$ cat config.mk
export PLATFORM = sky130hd
export DESIGN_NAME = ttc_top
export DESIGN_NICKNAME = d
export VERILOG_FILES = /design/src/rtl/ttc_top.v
export VERILOG_INCLUDE_DIRS = /design/src /design/src/rtl
export SDC_FILE = /design/constraint.sdc
export NUM_CORES = 1
export LEC_CHECK = 0
export BUFFER_PORTS_ARGS = -buffer_cell sky130_fd_sc_hd__buf_4
export CORE_MARGIN = 2
export CORE_UTILIZATION = 50
export DETAILED_ROUTE_END_ITERATION = 8
export PLACE_DENSITY = 0.74
export SKIP_LAST_GASP = 1
export SYNTH_ARGS = -nofsm -noshare
export SYNTH_HDL_FRONTEND = slang
export SYNTH_SLANG_ARGS = --single-unit
$ cat constraint.sdc
create_clock -name ref_clk -period 2.8 [get_ports ref_clk]
set_input_delay 0.56 -clock ref_clk [delete_from_list [all_inputs] [get_ports ref_clk]]
set_output_delay 0.56 -clock ref_clk [all_outputs]
set_load 0.03 [all_outputs]
$ cat src/rtl/ttc_defs.vh
// constants for the terminal test control block
`ifndef TTC_DEFS_VH
`define TTC_DEFS_VH
// register offsets (byte addresses)
`define TTC_REG_CMD 4'h0
`define TTC_REG_ARG 4'h4
`define TTC_REG_STAT 4'h8
`define TTC_REG_IVL 4'hC
// command codes
`define TTC_CMD_LOGIC 4'h1
`define TTC_CMD_SEG 4'h2
`define TTC_CMD_SWMODE 4'h3
`define TTC_CMD_IVL 4'h4
`define TTC_CMD_KDIS 4'h5
`define TTC_CMD_KNOW 4'h6
`define TTC_CMD_KLBL 4'h7
`define TTC_CMD_KBP 4'h8
`define TTC_CMD_KEXT 4'h9
`define TTC_CMD_ALTON 4'hA
`define TTC_CMD_ALTOFF 4'hB
`define TTC_CMD_ENABLE 4'hC
`define TTC_CMD_DISABLE 4'hD
`define TTC_CMD_SWITCH 4'hE
// logic modes
`define TTC_MODE_NORMAL 2'h0
`define TTC_MODE_TEST1 2'h1
`define TTC_MODE_TEST2 2'h2
// launch sources
`define TTC_SRC_NONE 2'h0
`define TTC_SRC_LABEL 2'h1
`define TTC_SRC_BP 2'h2
`define TTC_SRC_EXT 2'h3
// interval field limits
`define TTC_TI_MAX 7'h7F
`define TTC_TG_MIN 7'h02
`define TTC_TG_MAX 7'h7E
`define TTC_SG_A 7'h10
`define TTC_SG_B 7'h20
`define TTC_SG_C 7'h40
`define TTC_SG_D 7'h7F
// fixed launch offsets in bit times
`define TTC_LBL_OFS 8'h02
`define TTC_BP_OFS 8'h01
// clock and bit rate
`define TTC_CLK_HZ 200000000
`define TTC_BIT_HZ 2000000
`define TTC_BIT_DIV (`TTC_CLK_HZ / `TTC_BIT_HZ)
`endif

$ cat src/rtl/ttc_top.v
// terminal test control: command registers, modes, memory switch, launch
//
// Contract
// RULE1: command names terminal, else last named
// RULE2: segment writes only in a test mode
// RULE3: or switching moves only low half
// RULE4: invert switching swaps both halves; code inverts only unswitched terminals, switched ones read one
// RULE5: switched terminal sees top address bit one
// RULE6: interval register drives terminal pins directly
// RULE7: transmit interval field accepts 0 to 127
// RULE8: terminal gap accepts 2 to 126
// RULE9: sync gap only 16,32,64,127
// RULE10: mismatch with receive copy blocks transmit
// RULE11: mode codes 0 normal,1 test1,2 test2
// RULE12: collision commands only in test mode 2
// RULE13: disable clears label, backplane, external launch
// RULE14: immediate launch sends next data set
// RULE15: label match launches next data set
// RULE16: label launch after 2 plus c bits
// RULE17: backplane launch after 1 plus c bits
// RULE18: backplane pulses while transmitting are ignored
// RULE19: external trigger launches next data set
// RULE20: alternate on drives alternate pin true
// RULE21: alternate off drives alternate pin false
// RULE22: test ram access only test mode, disabled
// RULE23: segment register four bits, reset zero
// RULE24: bit strobe delays, launch advances pointer
//
// The Avalon-MM slave port and the address map were decided locally.
`timescale 1ns/1ps
`include "ttc_defs.vh"
module ttc_top
(
  // clock and reset
  input wire ref_clk,
  input wire resetn,
  // avalon-mm slave
  input wire [3:0] avs_address,
  input wire avs_read,
  input wire avs_write,
  input wire [31:0] avs_writedata,
  output reg [31:0] avs_readdata,
  output wire avs_waitrequest,
  // shared memory address top bit from each terminal ic
  input wire [2:0] shm_msb_in,
  output wire [2:0] shm_msb_out,
  // interval pins and receive copies, 21 bits per terminal
  output wire [62:0] ivl_pins,
  input wire [62:0] ivl_rx_copy,
  output wire [2:0] tx_allow,
  // alternate mode pins
  output wire [2:0] alt_mode,
  // label receive and triggers
  input wire [2:0] label_valid,
  input wire [47:0] label_rx,
  input wire [2:0] bp_trig_n,
  input wire [2:0] ext_trig,
  // test data transmit
  input wire [2:0] tx_busy,
  input wire [2:0] data_ready,
  output wire [2:0] tx_start,
  output wire [11:0] seg_out,
  output wire [23:0] rd_ptr,
  output wire [2:0] ram_access_ok
);

  // ----------------------------------------
  // bus slave
  // ----------------------------------------
  reg ack_r;
  reg [1:0] term_r;
  reg [31:0] arg_r;
  reg sw_invert_r;
  reg [2:0] switched_r;
  reg [7:0] bit_cnt_r;
  wire bit_stb;
  wire cmd_wr;
  wire [1:0] cmd_term;
  wire [3:0] cmd_op;
  wire [2:0] cmd_sel;

  // one wait state on every access
  assign avs_waitrequest = (avs_read | avs_write) & ~ack_r;
  assign cmd_wr = avs_write & ack_r & (avs_address == `TTC_REG_CMD);
  assign cmd_op = avs_writedata[3:0];
  // bit 8 flags an explicit terminal in bits 5:4
  assign cmd_term = (avs_writedata[8] && avs_writedata[5:4] != 2'h3) ?
                    avs_writedata[5:4] : term_r; // [RULE1]
  assign cmd_sel = (3'h1 << cmd_term);

  always @(posedge ref_clk or negedge resetn)
  begin
    if (!resetn)
    begin
      ack_r <= 1'b0;
      term_r <= 2'h0;
      arg_r <= 32'h0;
      sw_invert_r <= 1'b0;
      switched_r <= 3'h0;
    end
    else
    begin
      ack_r <= (avs_read | avs_write) & ~ack_r;
      if (cmd_wr)
        term_r <= cmd_term; // [RULE1]
      if (avs_write && ack_r && avs_address == `TTC_REG_ARG)
        arg_r <= avs_writedata;
      if (cmd_wr && cmd_op == `TTC_CMD_SWMODE)
        sw_invert_r <= arg_r[0];
      if (cmd_wr && cmd_op == `TTC_CMD_SWITCH)
        switched_r[cmd_term] <= arg_r[0];
    end
  end

  // ----------------------------------------
  // bit-time strobe
  // ----------------------------------------
  always @(posedge ref_clk or negedge resetn)
  begin
    if (!resetn)
      bit_cnt_r <= 8'h0;
    else if (bit_cnt_r == (`TTC_BIT_DIV - 1))
      bit_cnt_r <= 8'h0;
    else
      bit_cnt_r <= bit_cnt_r + 8'h1;
  end
  assign bit_stb = (bit_cnt_r == (`TTC_BIT_DIV - 1)); // [RULE24]

  // ----------------------------------------
  // per-terminal logic
  // ----------------------------------------
  wire [1:0] mode_w [0:2];
  wire [3:0] seg_w [0:2];
  wire [20:0] ivl_w [0:2];
  wire [1:0] src_w [0:2];
  wire [2:0] en_w;

  genvar g;
  generate
    for (g = 0; g < 3; g = g + 1)
    begin : term
      reg [1:0] mode_r;
      reg [3:0] seg_r;
      reg [6:0] ti_r;
      reg [6:0] tg_r;
      reg [6:0] sg_r;
      reg alt_r;
      reg en_r;
      reg [1:0] src_r;
      reg [15:0] label_r;
      reg [7:0] dly_r;
      reg [7:0] wait_r;
      reg pend_r;
      reg start_r;
      reg [7:0] ptr_r;
      reg bp_prev_r;
      wire me;
      wire tm2;
      wire bp_fall;
      wire lbl_hit;
      wire fire_now;
      wire ti_ok;
      wire tg_ok;
      wire sg_ok;

      assign me = cmd_wr & cmd_sel[g];
      assign tm2 = (mode_r == `TTC_MODE_TEST2);
      assign bp_fall = bp_prev_r & ~bp_trig_n[g];
      assign lbl_hit = label_valid[g] & (label_rx[g*16 +: 16] == label_r); // [RULE15]
      assign fire_now = me && tm2 && en_r && data_ready[g] &&
                        cmd_op == `TTC_CMD_KNOW; // [RULE14]
      assign ti_ok = (arg_r[6:0] <= `TTC_TI_MAX); // [RULE7]
      assign tg_ok = (arg_r[14:8] >= `TTC_TG_MIN) &&
                     (arg_r[14:8] <= `TTC_TG_MAX); // [RULE8]
      assign sg_ok = (arg_r[22:16] == `TTC_SG_A) || (arg_r[22:16] == `TTC_SG_B) ||
                     (arg_r[22:16] == `TTC_SG_C) || (arg_r[22:16] == `TTC_SG_D); // [RULE9]

      always @(posedge ref_clk or negedge resetn)
      begin
        if (!resetn)
        begin
          mode_r <= `TTC_MODE_NORMAL;
          seg_r <= 4'h0; // [RULE23]
          ti_r <= 7'h0;
          tg_r <= `TTC_TG_MIN;
          sg_r <= `TTC_SG_A;
          alt_r <= 1'b0;
          en_r <= 1'b0;
          src_r <= `TTC_SRC_NONE;
          label_r <= 16'h0;
          dly_r <= 8'h0;
          wait_r <= 8'h0;
          pend_r <= 1'b0;
          start_r <= 1'b0;
          ptr_r <= 8'h0;
          bp_prev_r <= 1'b1;
        end
        else
        begin
          bp_prev_r <= bp_trig_n[g];
          start_r <= 1'b0;
          if (me)
          begin
            case (cmd_op)
              `TTC_CMD_LOGIC:
                if (arg_r[1:0] != 2'h3)
                  mode_r <= arg_r[1:0]; // [RULE11]
              `TTC_CMD_SEG:
                if (mode_r != `TTC_MODE_NORMAL)
                  seg_r <= arg_r[3:0]; // [RULE2]
              `TTC_CMD_IVL:
                if (ti_ok && tg_ok && sg_ok)
                begin
                  ti_r <= arg_r[6:0];
                  tg_r <= arg_r[14:8];
                  sg_r <= arg_r[22:16];
                end
              `TTC_CMD_ALTON:
                alt_r <= 1'b1; // [RULE20]
              `TTC_CMD_ALTOFF:
                alt_r <= 1'b0; // [RULE21]
              `TTC_CMD_ENABLE:
                en_r <= 1'b1;
              `TTC_CMD_DISABLE:
                en_r <= 1'b0;
              `TTC_CMD_KDIS:
                if (tm2)
                  src_r <= `TTC_SRC_NONE; // [RULE12] [RULE13]
              `TTC_CMD_KLBL:
                if (tm2)
                begin
                  src_r <= `TTC_SRC_LABEL; // [RULE12]
                  label_r <= arg_r[15:0];
                  dly_r <= arg_r[23:16];
                end
              `TTC_CMD_KBP:
                if (tm2)
                begin
                  src_r <= `TTC_SRC_BP; // [RULE12]
                  dly_r <= arg_r[23:16];
                end
              `TTC_CMD_KEXT:
                if (tm2)
                  src_r <= `TTC_SRC_EXT; // [RULE12]
              default:
                ;
            endcase
          end
          if (!tm2)
            pend_r <= 1'b0;
          else if (fire_now)
          begin
            start_r <= 1'b1; // [RULE14]
            pend_r <= 1'b0;
          end
          else if (pend_r)
          begin
            if (bit_stb)
            begin
              if (wait_r <= 8'h1)
              begin
                pend_r <= 1'b0;
                start_r <= data_ready[g];
              end
              else
                wait_r <= wait_r - 8'h1;
            end
          end
          else if (en_r && !tx_busy[g] && data_ready[g])
          begin
            if (src_r == `TTC_SRC_LABEL && lbl_hit)
            begin
              pend_r <= 1'b1;
              wait_r <= dly_r + `TTC_LBL_OFS; // [RULE16]
            end
            else if (src_r == `TTC_SRC_BP && bp_fall)
            begin
              pend_r <= 1'b1; // [RULE18]
              wait_r <= dly_r + `TTC_BP_OFS; // [RULE17]
            end
            else if (src_r == `TTC_SRC_EXT && ext_trig[g])
              start_r <= 1'b1; // [RULE19]
          end
          if (start_r)
            ptr_r <= ptr_r + 8'h1; // [RULE24]
        end
      end

      assign ivl_pins[g*21 +: 21] = {sg_r, tg_r, ti_r}; // [RULE6]
      assign tx_allow[g] = (ivl_rx_copy[g*21 +: 21] == {sg_r, tg_r, ti_r}); // [RULE10]
      assign alt_mode[g] = alt_r;
      assign tx_start[g] = start_r;
      assign seg_out[g*4 +: 4] = seg_r;
      assign rd_ptr[g*8 +: 8] = ptr_r;
      assign ram_access_ok[g] = (mode_r != `TTC_MODE_NORMAL) & ~en_r; // [RULE22]
      // top address bit as the terminal ic sees it
      assign shm_msb_out[g] = switched_r[g] ? 1'b1 : // [RULE5]
                              (sw_invert_r ? ~shm_msb_in[g] : shm_msb_in[g]); // [RULE3] [RULE4]
      assign mode_w[g] = mode_r;
      assign seg_w[g] = seg_r;
      assign ivl_w[g] = {sg_r, tg_r, ti_r};
      assign src_w[g] = src_r;
      assign en_w[g] = en_r;
    end
  endgenerate

  // ----------------------------------------
  // read mux
  // ----------------------------------------
  always @(posedge ref_clk or negedge resetn)
  begin
    if (!resetn)
      avs_readdata <= 32'h0;
    else if (avs_read && !ack_r)
    begin
      case (avs_address)
        `TTC_REG_ARG:
          avs_readdata <= arg_r;
        `TTC_REG_STAT:
          avs_readdata <= {8'h0, switched_r, sw_invert_r, term_r,
                           mode_w[term_r], seg_w[term_r], src_w[term_r],
                           en_w[term_r], tx_allow, tx_busy, 3'h0};
        `TTC_REG_IVL:
          avs_readdata <= {11'h0, ivl_w[term_r]};
        default:
          avs_readdata <= 32'h0;
      endcase
    end
  end

endmodule

# --- After elaboration in Yosys (flattened, before gate mapping) ---
# Cells that the tools add are included.
totals:
  register_bits: 301
  in_bits: 169
  output_inout_bits: 147
  word_cells: 363
classes:
  addsub: 13
  magnitude_cmp: 10
  eq_ne: 60
  shift: 1
  n_mux: 112
  bitwise: 30
  reduce_logical: 85
ops:
  columns: ["operator", "count"]
  rows:
  - ["two-way mux 8 bit", 19]
  - ["case mux 32 bit (3 select lines)", 1]
  - ["== test 21 bit", 3]
  - ["two-way mux 1 bit", 59]
  - ["adder 8 x 1 -> 8 bit (second input constant)", 7]
  - ["== test 16 bit", 3]
  - ["AND reduction 3 bit", 15]
  - ["binary-select mux 21 bit (select 2 bit)", 1]
  - ["two-way mux 21 bit", 2]
  - ["!= test 2 bit (second input constant)", 20]
  - ["logical AND 1 bit", 37]
  - ["== test 4 bit (second input constant)", 9]
  - ["AND reduction 6 bit", 6]
  - ["two-way mux 2 bit", 17]
  - ["adder 8 x 2 -> 8 bit (second input constant)", 3]
  - ["<= comparator 8 x 1 -> 1 bit (second input constant)", 3]
  - ["case mux 2 bit (4 select lines)", 3]
  - ["subtractor 8 x 1 -> 8 bit (second input constant)", 3]
  - ["== test 4 x 3 -> 1 bit (second input constant)", 5]
  - ["== test 2 bit (second input constant)", 9]
  - ["nonzero test 2 bit", 8]
  - ["bitwise AND 1 bit", 15]
  - ["== test 7 bit (second input constant)", 2]
  - ["<= comparator 7 bit (second input constant)", 2]
  - ["28 further kinds", 59]

# --- Longest topological paths before layout ---
# Gate-level depths: netlist of run 1.
depth:
  ltp_word: 11
  mapped_depth: 10
  mapped_depth_nobuf: 9

# --- Worst setup path before layout of run 1 ---
# Ideal clock, no wire load.
synth_path:
  kind: "in2out"
  start: "input ivl_rx_copy[38]"
  end: "output tx_allow[1]"
  arrival_time_ps: 2118
  required_ps: 2240
  path_slack_ps: 122
  cell_stages: 4
  path_buffers: 0
  cell_sequence: "xor2_1 > nor4_1 > nand4_1 > nor4_1"
synth_via:
  elab_chain_cells: 1
synth_lines:
  columns: ["item", "line", "source"]
  rows:
  - ["start: declaration", "ttc_top.v:49", "input wire [62:0] ivl_rx_copy,"]
  - ["== test 21 bit", "ttc_top.v:290", "assign tx_allow[g] = (ivl_rx_copy[g*21 +: 21] == {sg_r, tg_r, ti_r});"]
  - ["end: declaration", "ttc_top.v:50", "output wire [2:0] tx_allow,"]
# No other way between the ends.

# --- Worst setup path after layout of run 1 ---
layout_path:
  start: "register term[2].ti_r[4]"
  end: "output tx_allow[2]"
layout_via:
  elab_chain_cells: 1
layout_lines:
  columns: ["item", "line", "source"]
  rows:
  - ["start: declaration", "ttc_top.v:144", "reg [6:0] ti_r;"]
  - ["start signal: assignment", "ttc_top.v:214", "ti_r <= arg_r[6:0];"]
  - ["== test 21 bit", "ttc_top.v:290", null]
# No other way between the ends.

==> impl_summary.txt, run 1 <==
----------------------------------------------------
[Clock tree]
  Cts hold-fix bufs ... 0
  Worst-case clock buffer depth ... 3
  Clock latency on the worst-skew pair ... 0.52 ns
  Clock Pin Slew Worst Setup and Hold Paths ... 0.06 ns
  Clock root buffer master ... sky130_fd_sc_hd__clkbuf_16
  Clock H-tree levels ... 2
  Clk sink count ... 301
  Number of buffers added by the clock tree synthesis step ... 35
  CTS tree ... built

[Yosys]
  Cell types with the largest area share after synthesis ... sky130_fd_sc_hd__dfrtp_1 (47%), sky130_fd_sc_hd__mux2_2 (13%), sky130_fd_sc_hd__xor2_1 (5.6%)
  Sequential cell area fraction in the yosys report ... 48.1%
  Mapped cell area ... 0.0157 mm²
  Post-synth EDFFs ... 0
  Top-area cell type share of the netlist area ... 46.5%
  Fraction of synthesis flops using an asynchronous set or reset pin ... 100%
  Number of distinct library cell variants in the gate-level netlist after synthesis ... 83
  Post-Syn Nets ... 1615
  Number of warnings issued by yosys ... 0
  Main flop type after synthesis ... sky130_fd_sc_hd__dfrtp_1
  Number of cells produced by synthesis ... 1430
  Mean instance size in the synthesized netlist ... 11.0 µm²
  Cell taking the most area after synthesis ... sky130_fd_sc_hd__dfrtp_1
  Number of synthesized register bits ... 301

[Worst hold path]
  Worst hold-check path type ... in -> async

[Setup path]
  Worst r2r dst ... avs_readdata[6]$_DFFE_PN0P_
  R2R setup slack ... 0.10 ns
  Cell with the largest stage delay on the worst path ... sky130_fd_sc_hd__nor4_2
  Crit-path leading delay family ... simple AND/OR/NAND/NOR gates
  Maximum fanout along the worst path ... 2
  Worst Path Required ... 2.24 ns
  Element type at the critical path start ... flop
  Type of the worst setup path ... reg -> out
  Launching point of the worst reg2reg path ... term[0].tg_r[1]$_DFFE_PN1P_
  Critical path, cell by cell ... xor2_1 -> nor4_2 -> nand4_1 -> nor4_4 -> buf_6
  Largest incremental delay on the critical path ... 0.42 ns
  Arrival time of data at the critical path endpoint ... 2.39 ns
  Element type at the critical path end ... output pin
  Worst Reg2Reg Path Length in Cells ... 13
  Buffers plus inverters on the worst setup path ... 1

[Outcome]
  Violations in the final reports ... negative setup slack
  Result of the run ... finished with violations

[GRT]
  Global routing usage summed across all routing layers ... 30.8%
  Number of global-route vias before repair ... 13100
  Gr ovfl total ... 0
  Wire length of the first global-routing pass ... 78100 µm
  Largest net degree at the start of global routing ... 75
  Antenna violations before repair ... 3

[Route]
  Routed length per placed instance ... 23.1 µm
  Total number of vias ... 13100
  Initial DRC Count ... 972
  Remaining antenna violation count after routing ... 0
  Average vias per placed instance ... 5.94
  Remaining routing DRC violations ... 0
  Final wirelength ... 50900 µm
  First-pass iteration count of the detailed router ... 5

[Timing]
  Relative max-transition margin ... 39.6%
  Worst-margin pin slew ... 0.906 ns
  Setup-failing EPs final ... 1
  Setup tns final ... -0.154 ns
  Worst-case hold slack ... 0.0286 ns
  Hold violation count in the final report ... 0
  Layout Skew ... 0.0214 ns
  Max frequency ... 339 MHz
  Post-route setup slack ... -0.154 ns
  RSZ-0062 raised after global routing ... true
  Final period util ... 106%
  Number of pins with negative max-slew slack in the final report ... 0
  Min Tclk post-route ... 2.95 ns

[Final layout]
  Layout Cells excl Fill ... 2209
  Final nets ... 1972
  Cell area after layout ... 0.0201 mm²
  Area Overhead vs Synth ... 28.2%
  Final core occ ... 65.4%
  Ratio of cells with drive above 1 in the final layout ... 37.5%

[Floorplanning]
  Die Span X ... 181 µm
  Height of the die ... 181 µm
  Die ar. ... 0.0328 mm²
  Number of rows in the core area ... 64
  Effective utilization at floorplan ... 51.1%
  IO Count ... 316
  Core outline area ... 0.0307 mm²

[Place]
  Placed standard-cell area ... 0.0188 mm²
  Placement-stage worst setup slack ... -0.219 ns
  Post-DP HPWL ... 38000 µm
  Placer Congestion ... 0.953
  # port buffers ... 315
  DP Cell Count ... 2137

[Pwr]
  Cell leakage power ... 9.63 nW
  PwrDens ... 514 mW/mm²
  Total power after layout ... 10.3 mW
  Worst IR drop on VDD ... 0.402 mV

[Job]
  Number of violations of the max-capacitance limit ... 0

----------------------------------------------------
report_power, final:
part	total [mW]	leakage, nW	switching [mW]	internal, mW
registers	4.77	4.01	0.290	4.48
logic	1.05	5.06	0.585	0.469
clock network	4.53	0.561	1.80	2.72
total	10.3	9.63	2.68	7.67
routing by layer:
metal | wire, µm | track usage, %
met5 | 10 | 0
met4 | 1640 | 10.2
met3 | 4650 | 6.63
met2 | 24500 | 51.0
met1 | 20200 | 40.4
sequential cells by signal, indices dropped and copies added, names as in the netlist, 24 cells and up:
name and count:
term.wait_r 24, term.ptr_r 24, avs_readdata 32, term.label_r 48
term.dly_r 24, arg_r 32
cells in the mapped netlist, types with 4 or more instances:
cell type	n
sky130_fd_sc_hd__o31ai_1	8
sky130_fd_sc_hd__a22o_1	4
sky130_fd_sc_hd__o22a_1	10
sky130_fd_sc_hd__nand3_1	33
sky130_fd_sc_hd__or4_1	5
sky130_fd_sc_hd__buf_4	13
sky130_fd_sc_hd__nand2b_1	16
sky130_fd_sc_hd__and3_1	13
sky130_fd_sc_hd__o211ai_1	7
sky130_fd_sc_hd__nor2b_1	12
sky130_fd_sc_hd__mux2_2	179
sky130_fd_sc_hd__o21ai_0	91
sky130_fd_sc_hd__ha_1	16
sky130_fd_sc_hd__clkbuf_1	40
sky130_fd_sc_hd__xnor2_1	62
sky130_fd_sc_hd__nor3b_1	4
sky130_fd_sc_hd__dfstp_2	9
sky130_fd_sc_hd__o2bb2ai_1	4
sky130_fd_sc_hd__nor3_1	16
sky130_fd_sc_hd__a21oi_1	37
sky130_fd_sc_hd__buf_1	4
sky130_fd_sc_hd__inv_1	22
sky130_fd_sc_hd__o22ai_1	12
sky130_fd_sc_hd__a31oi_1	5
sky130_fd_sc_hd__nand2_1	121
sky130_fd_sc_hd__dfrtp_1	292
sky130_fd_sc_hd__buf_2	16
sky130_fd_sc_hd__or2_2	6
sky130_fd_sc_hd__nor2_1	67
sky130_fd_sc_hd__mux2i_1	36
sky130_fd_sc_hd__nor4_1	26
sky130_fd_sc_hd__nand3b_1	5
sky130_fd_sc_hd__a22oi_1	23
sky130_fd_sc_hd__nand4_1	33
sky130_fd_sc_hd__xor2_1	100
sky130_fd_sc_hd__nor2_2	4
sky130_fd_sc_hd__and2_1	6
cell usage in the layout, fill, tap and decap left out, types with 18 or more instances in the layout:
cell type                     n
sky130_fd_sc_hd__a21oi_1     37
sky130_fd_sc_hd__a22oi_1     23
sky130_fd_sc_hd__buf_4      386
sky130_fd_sc_hd__clkbuf_16   36
sky130_fd_sc_hd__dfrtp_1    292
sky130_fd_sc_hd__inv_1       22
sky130_fd_sc_hd__mux2_2     179
sky130_fd_sc_hd__mux2i_1     36
sky130_fd_sc_hd__nand2_1    121
sky130_fd_sc_hd__nand3_1     33
sky130_fd_sc_hd__nand4_1     33
sky130_fd_sc_hd__nor2_1      67
sky130_fd_sc_hd__nor4_1      18
sky130_fd_sc_hd__o21ai_0     90
sky130_fd_sc_hd__xnor2_1     62
sky130_fd_sc_hd__xor2_1     100
how the worst max path moves through the flow:
stage,startpoint,to,cells past startpoint,slack (ns)
2_1_floorplan,ivl_rx_copy[38],tx_allow[1],4,0.12
3_3_place_gp,ivl_rx_copy[46],tx_allow[2],6,-0.21
3_5_place_dp,ivl_rx_copy[46],tx_allow[2],6,-0.22
4_1_cts,term[2].tg_r[3]$_DFFE_PN0P_,tx_allow[2],5,-0.04
5_1_grt,term[2].ti_r[4]$_DFFE_PN0P_,tx_allow[2],5,-0.17
6_report,term[2].ti_r[4]$_DFFE_PN0P_,tx_allow[2],5,-0.15
layout make-up:
class / instances / area, µm²
Timing Repair Buffer: 396 / 3080
Inverter: 22 / 82.6
Sequential cell: 301 / 7540
Fill cell: 2478 / 10600
Antenna cell: 2 / 5.00
Clock inverter: 5 / 65.1
Multi-Input combinational cell: 1031 / 7770
Tap cell: 396 / 495
Clock buffer: 56 / 1080
kinds of logic after synthesis:
logic type	synth area share, %
and+or+nand+nor	13.3
muxes	15.1
xor gates and xnor gates	9.04
AOI/OAI and AO/OA	10.3
adders and majority gates	1.28
DFF	48.1
buffers and inverters	2.89
timing repair:
action | CTS | global route
hold endpoints to repair | 0 | 0
gates resized for setup | 8 | 3
buffers inserted | 8 | 1
endpoints found under the setup margin | 3 | 4
pin swaps | 8 | 3
No activity file was read; power rests on OpenSTA's default activity.
==> inputs of run 2 (changes only) <==
--- a/config.mk
+++ b/config.mk
@@ -9,9 +9,11 @@
 export BUFFER_PORTS_ARGS = -buffer_cell sky130_fd_sc_hd__buf_4
 export CORE_MARGIN = 2
 export CORE_UTILIZATION = 50
+export CTS_CLUSTER_SIZE = 12
 export DETAILED_ROUTE_END_ITERATION = 8
-export PLACE_DENSITY = 0.74
+export PLACE_DENSITY_LB_ADDON = 0.08
 export SKIP_LAST_GASP = 1
+export SLEW_MARGIN = 20
 export SYNTH_ARGS = -nofsm -noshare
 export SYNTH_HDL_FRONTEND = slang
 export SYNTH_SLANG_ARGS = --single-unit
==> impl_summary.txt, run 2 (same netlist as run 1, synthesis figures left out) <==
----------------------------------------------------
[Setup path]
  Element type at the critical path start ... flop
  Launching point of the worst reg2reg path ... bit_cnt_r[0]$_DFF_PN0_
  Type of the worst setup path ... reg -> out
  Cell occurring most often along the worst timing path ... sky130_fd_sc_hd__buf_4
  Critical path, cell by cell ... xor2_1 -> nor4_2 -> buf_4 -> nand4_1 -> nor4_4 -> buf_4
  Cell with the largest stage delay on the worst path ... sky130_fd_sc_hd__dfrtp_2
  R2R setup slack ... 0.20 ns
  Largest incremental delay on the critical path ... 0.46 ns
  Worst Path Required ... 2.24 ns
  Worst Reg2Reg Path Length in Cells ... 9
  Element type at the critical path end ... output pin
  Arrival time of data at the critical path endpoint ... 2.40 ns
  Maximum fanout along the worst path ... 4
  Worst r2r dst ... term[1].wait_r[4]$_DFFE_PN0P_

[Final layout]
  Most common cell after layout, fill and taps aside ... sky130_fd_sc_hd__buf_4
  Max reg flops ... 48
  Most flops, register ... term.label_r
  Final nets ... 1974
  Ratio of cells with drive above 1 in the final layout ... 37.7%
  Total of fill cells in the finished design ... 2501
  Top Registers ... term.label_r (48), arg_r (32), avs_readdata (32)
  Layout Cells excl Fill ... 2207
  Number of antenna diodes ... 0
  Most used cells in the layout excluding fill and tap cells ... sky130_fd_sc_hd__buf_4 (389), sky130_fd_sc_hd__dfrtp_1 (290), sky130_fd_sc_hd__mux2_2 (179), sky130_fd_sc_hd__nand2_1 (121), sky130_fd_sc_hd__xor2_1 (100)
  Area Overhead vs Synth ... 28.4%
  Cell area after layout ... 0.0202 mm²

[Clock tree]
  CTS tree ... built
  Clock root buffer master ... sky130_fd_sc_hd__clkbuf_16
  Cts hold-fix bufs ... 0
  Clock Pin Slew Worst Setup and Hold Paths ... 0.06 ns
  Clock H-tree levels ... 2
  Worst-case clock buffer depth ... 3
  Clock latency on the worst-skew pair ... 0.52 ns
  Number of buffers added by the clock tree synthesis step ... 34
  Clk sink count ... 301

[Timing]
  Max frequency ... 338 MHz
  Final period util ... 106%
  Post-route setup slack ... -0.157 ns
  Layout Skew ... 0.00747 ns
  Relative max-transition margin ... 39.8%
  Worst-margin pin slew ... 0.902 ns
  Hold violation count in the final report ... 0
  Setup-failing EPs final ... 1
  Min Tclk post-route ... 2.96 ns
  Number of pins with negative max-slew slack in the final report ... 0
  RSZ-0062 raised after global routing ... true
  Setup tns final ... -0.157 ns

[Floorplanning]
  Number of rows in the core area ... 64
  Effective utilization at floorplan ... 51.1%
  Core outline area ... 0.0307 mm²
  Height of the die ... 181 µm
  Die Span X ... 181 µm
  Die ar. ... 0.0328 mm²
  IO Count ... 316

[Route]
  First-pass iteration count of the detailed router ... 5
  Initial DRC Count ... 971
  Average vias per placed instance ... 5.85
  Final wirelength ... 50100 µm
  Remaining antenna violation count after routing ... 0
  Total number of vias ... 12900
  Routed length per placed instance ... 22.7 µm
  Remaining routing DRC violations ... 0

[GRT]
  Antenna violations before repair ... 1
  Largest net degree at the start of global routing ... 77
  Number of global-route vias before repair ... 12900
  Global routing usage summed across all routing layers ... 30.4%
  Wire length of the first global-routing pass ... 76500 µm
  Gr ovfl total ... 0

[Job]
  Number of violations of the max-capacitance limit ... 0

[Place]
  # port buffers ... 315
  DP Cell Count ... 2145
  Placed standard-cell area ... 0.0189 mm²
  Post-DP HPWL ... 37300 µm
  Placer Congestion ... 0.927

[Pwr]
  Cell leakage power ... 9.66 nW
  PwrDens ... 525 mW/mm²
  Worst IR drop on VDD ... 0.329 mV

[Outcome]
  Violations in the final reports ... negative setup slack
  Result of the run ... finished with violations

[Worst hold path]
  Worst hold-check path type ... in -> async

----------------------------------------------------
## run 2: area by class of cell
| type | instances | area [µm²] | share of cell area, % |
|---|---|---|---|
| Multi-Input combinational cell | 1031 | 7740 | 38.4 |
| Sequential cell | 301 | 7550 | 37.4 |
| Timing Repair Buffer | 399 | 3110 | 15.4 |
| Clock buffer | 52 | 1060 | 5.27 |
| Tap cell | 396 | 495 | 2.46 |
| Clock inverter | 6 | 133 | 0.658 |
| Inverter | 22 | 82.6 | 0.410 |
## run 2: repair_timing
item	CTS	global route
pin swaps	5	4
hold endpoints to repair	0	0
setup buffers	3	1
gates resized for setup	7	1
setup endpoints to repair	3	3
## run 2: worst max-delay path: cells and delay by family, from the launching register on
kind	cells	cell delay [ns]
buffers and inverters	2	0.41
AND/OR/NAND/NOR	3	0.86
flip-flops	1	0.46
XOR/XNOR	1	0.16
## run 2: worst max-delay path by stage
stage	from	end	slack, ns	cells past startpoint
after global placement	ivl_rx_copy[46]	tx_allow[2]	-0.48	7
after floorplan	ivl_rx_copy[38]	tx_allow[1]	0.12	4
after CTS	term[2].tg_r[3]$_DFFE_PN0P_	tx_allow[2]	-0.13	6
final	term[2].tg_r[6]$_DFFE_PN0P_	tx_allow[2]	-0.16	6
after detailed placement	ivl_rx_copy[46]	tx_allow[2]	-0.49	7
after global routing	term[2].tg_r[6]$_DFFE_PN0P_	tx_allow[2]	-0.22	6
## run 2: through the flow
stage	hold slack (ns)	setup WS [ns]	utilization [%]	power [mW]
after floorplan	0.264	0.122	-	5.15
after global placement	0.458	-0.480	61.5	5.87
after detailed placement	0.461	-0.488	61.5	5.89
after CTS	0.0446	-0.134	65.5	10.6
after global routing	0.0652	-0.218	65.6	10.9
final	0.0215	-0.157	65.6	10.6
## run 2: power by group
| part | internal, mW | switching (mW) |
|---|---|---|
| Clock | 2.98 | 1.79 |
| Sequential | 4.48 | 0.265 |
| Combinational | 0.475 | 0.610 |
| Total | 7.93 | 2.66 |
## run 2: metal layers
metal	vias up	GRT usage (%)	part of all wire, %
met1	6425	40.8	41
met2	544	49.2	47
met4	2	8.55	2.6
met5	-	1.04	0.090
met3	95	7.20	8.4
li1	5854	-	-
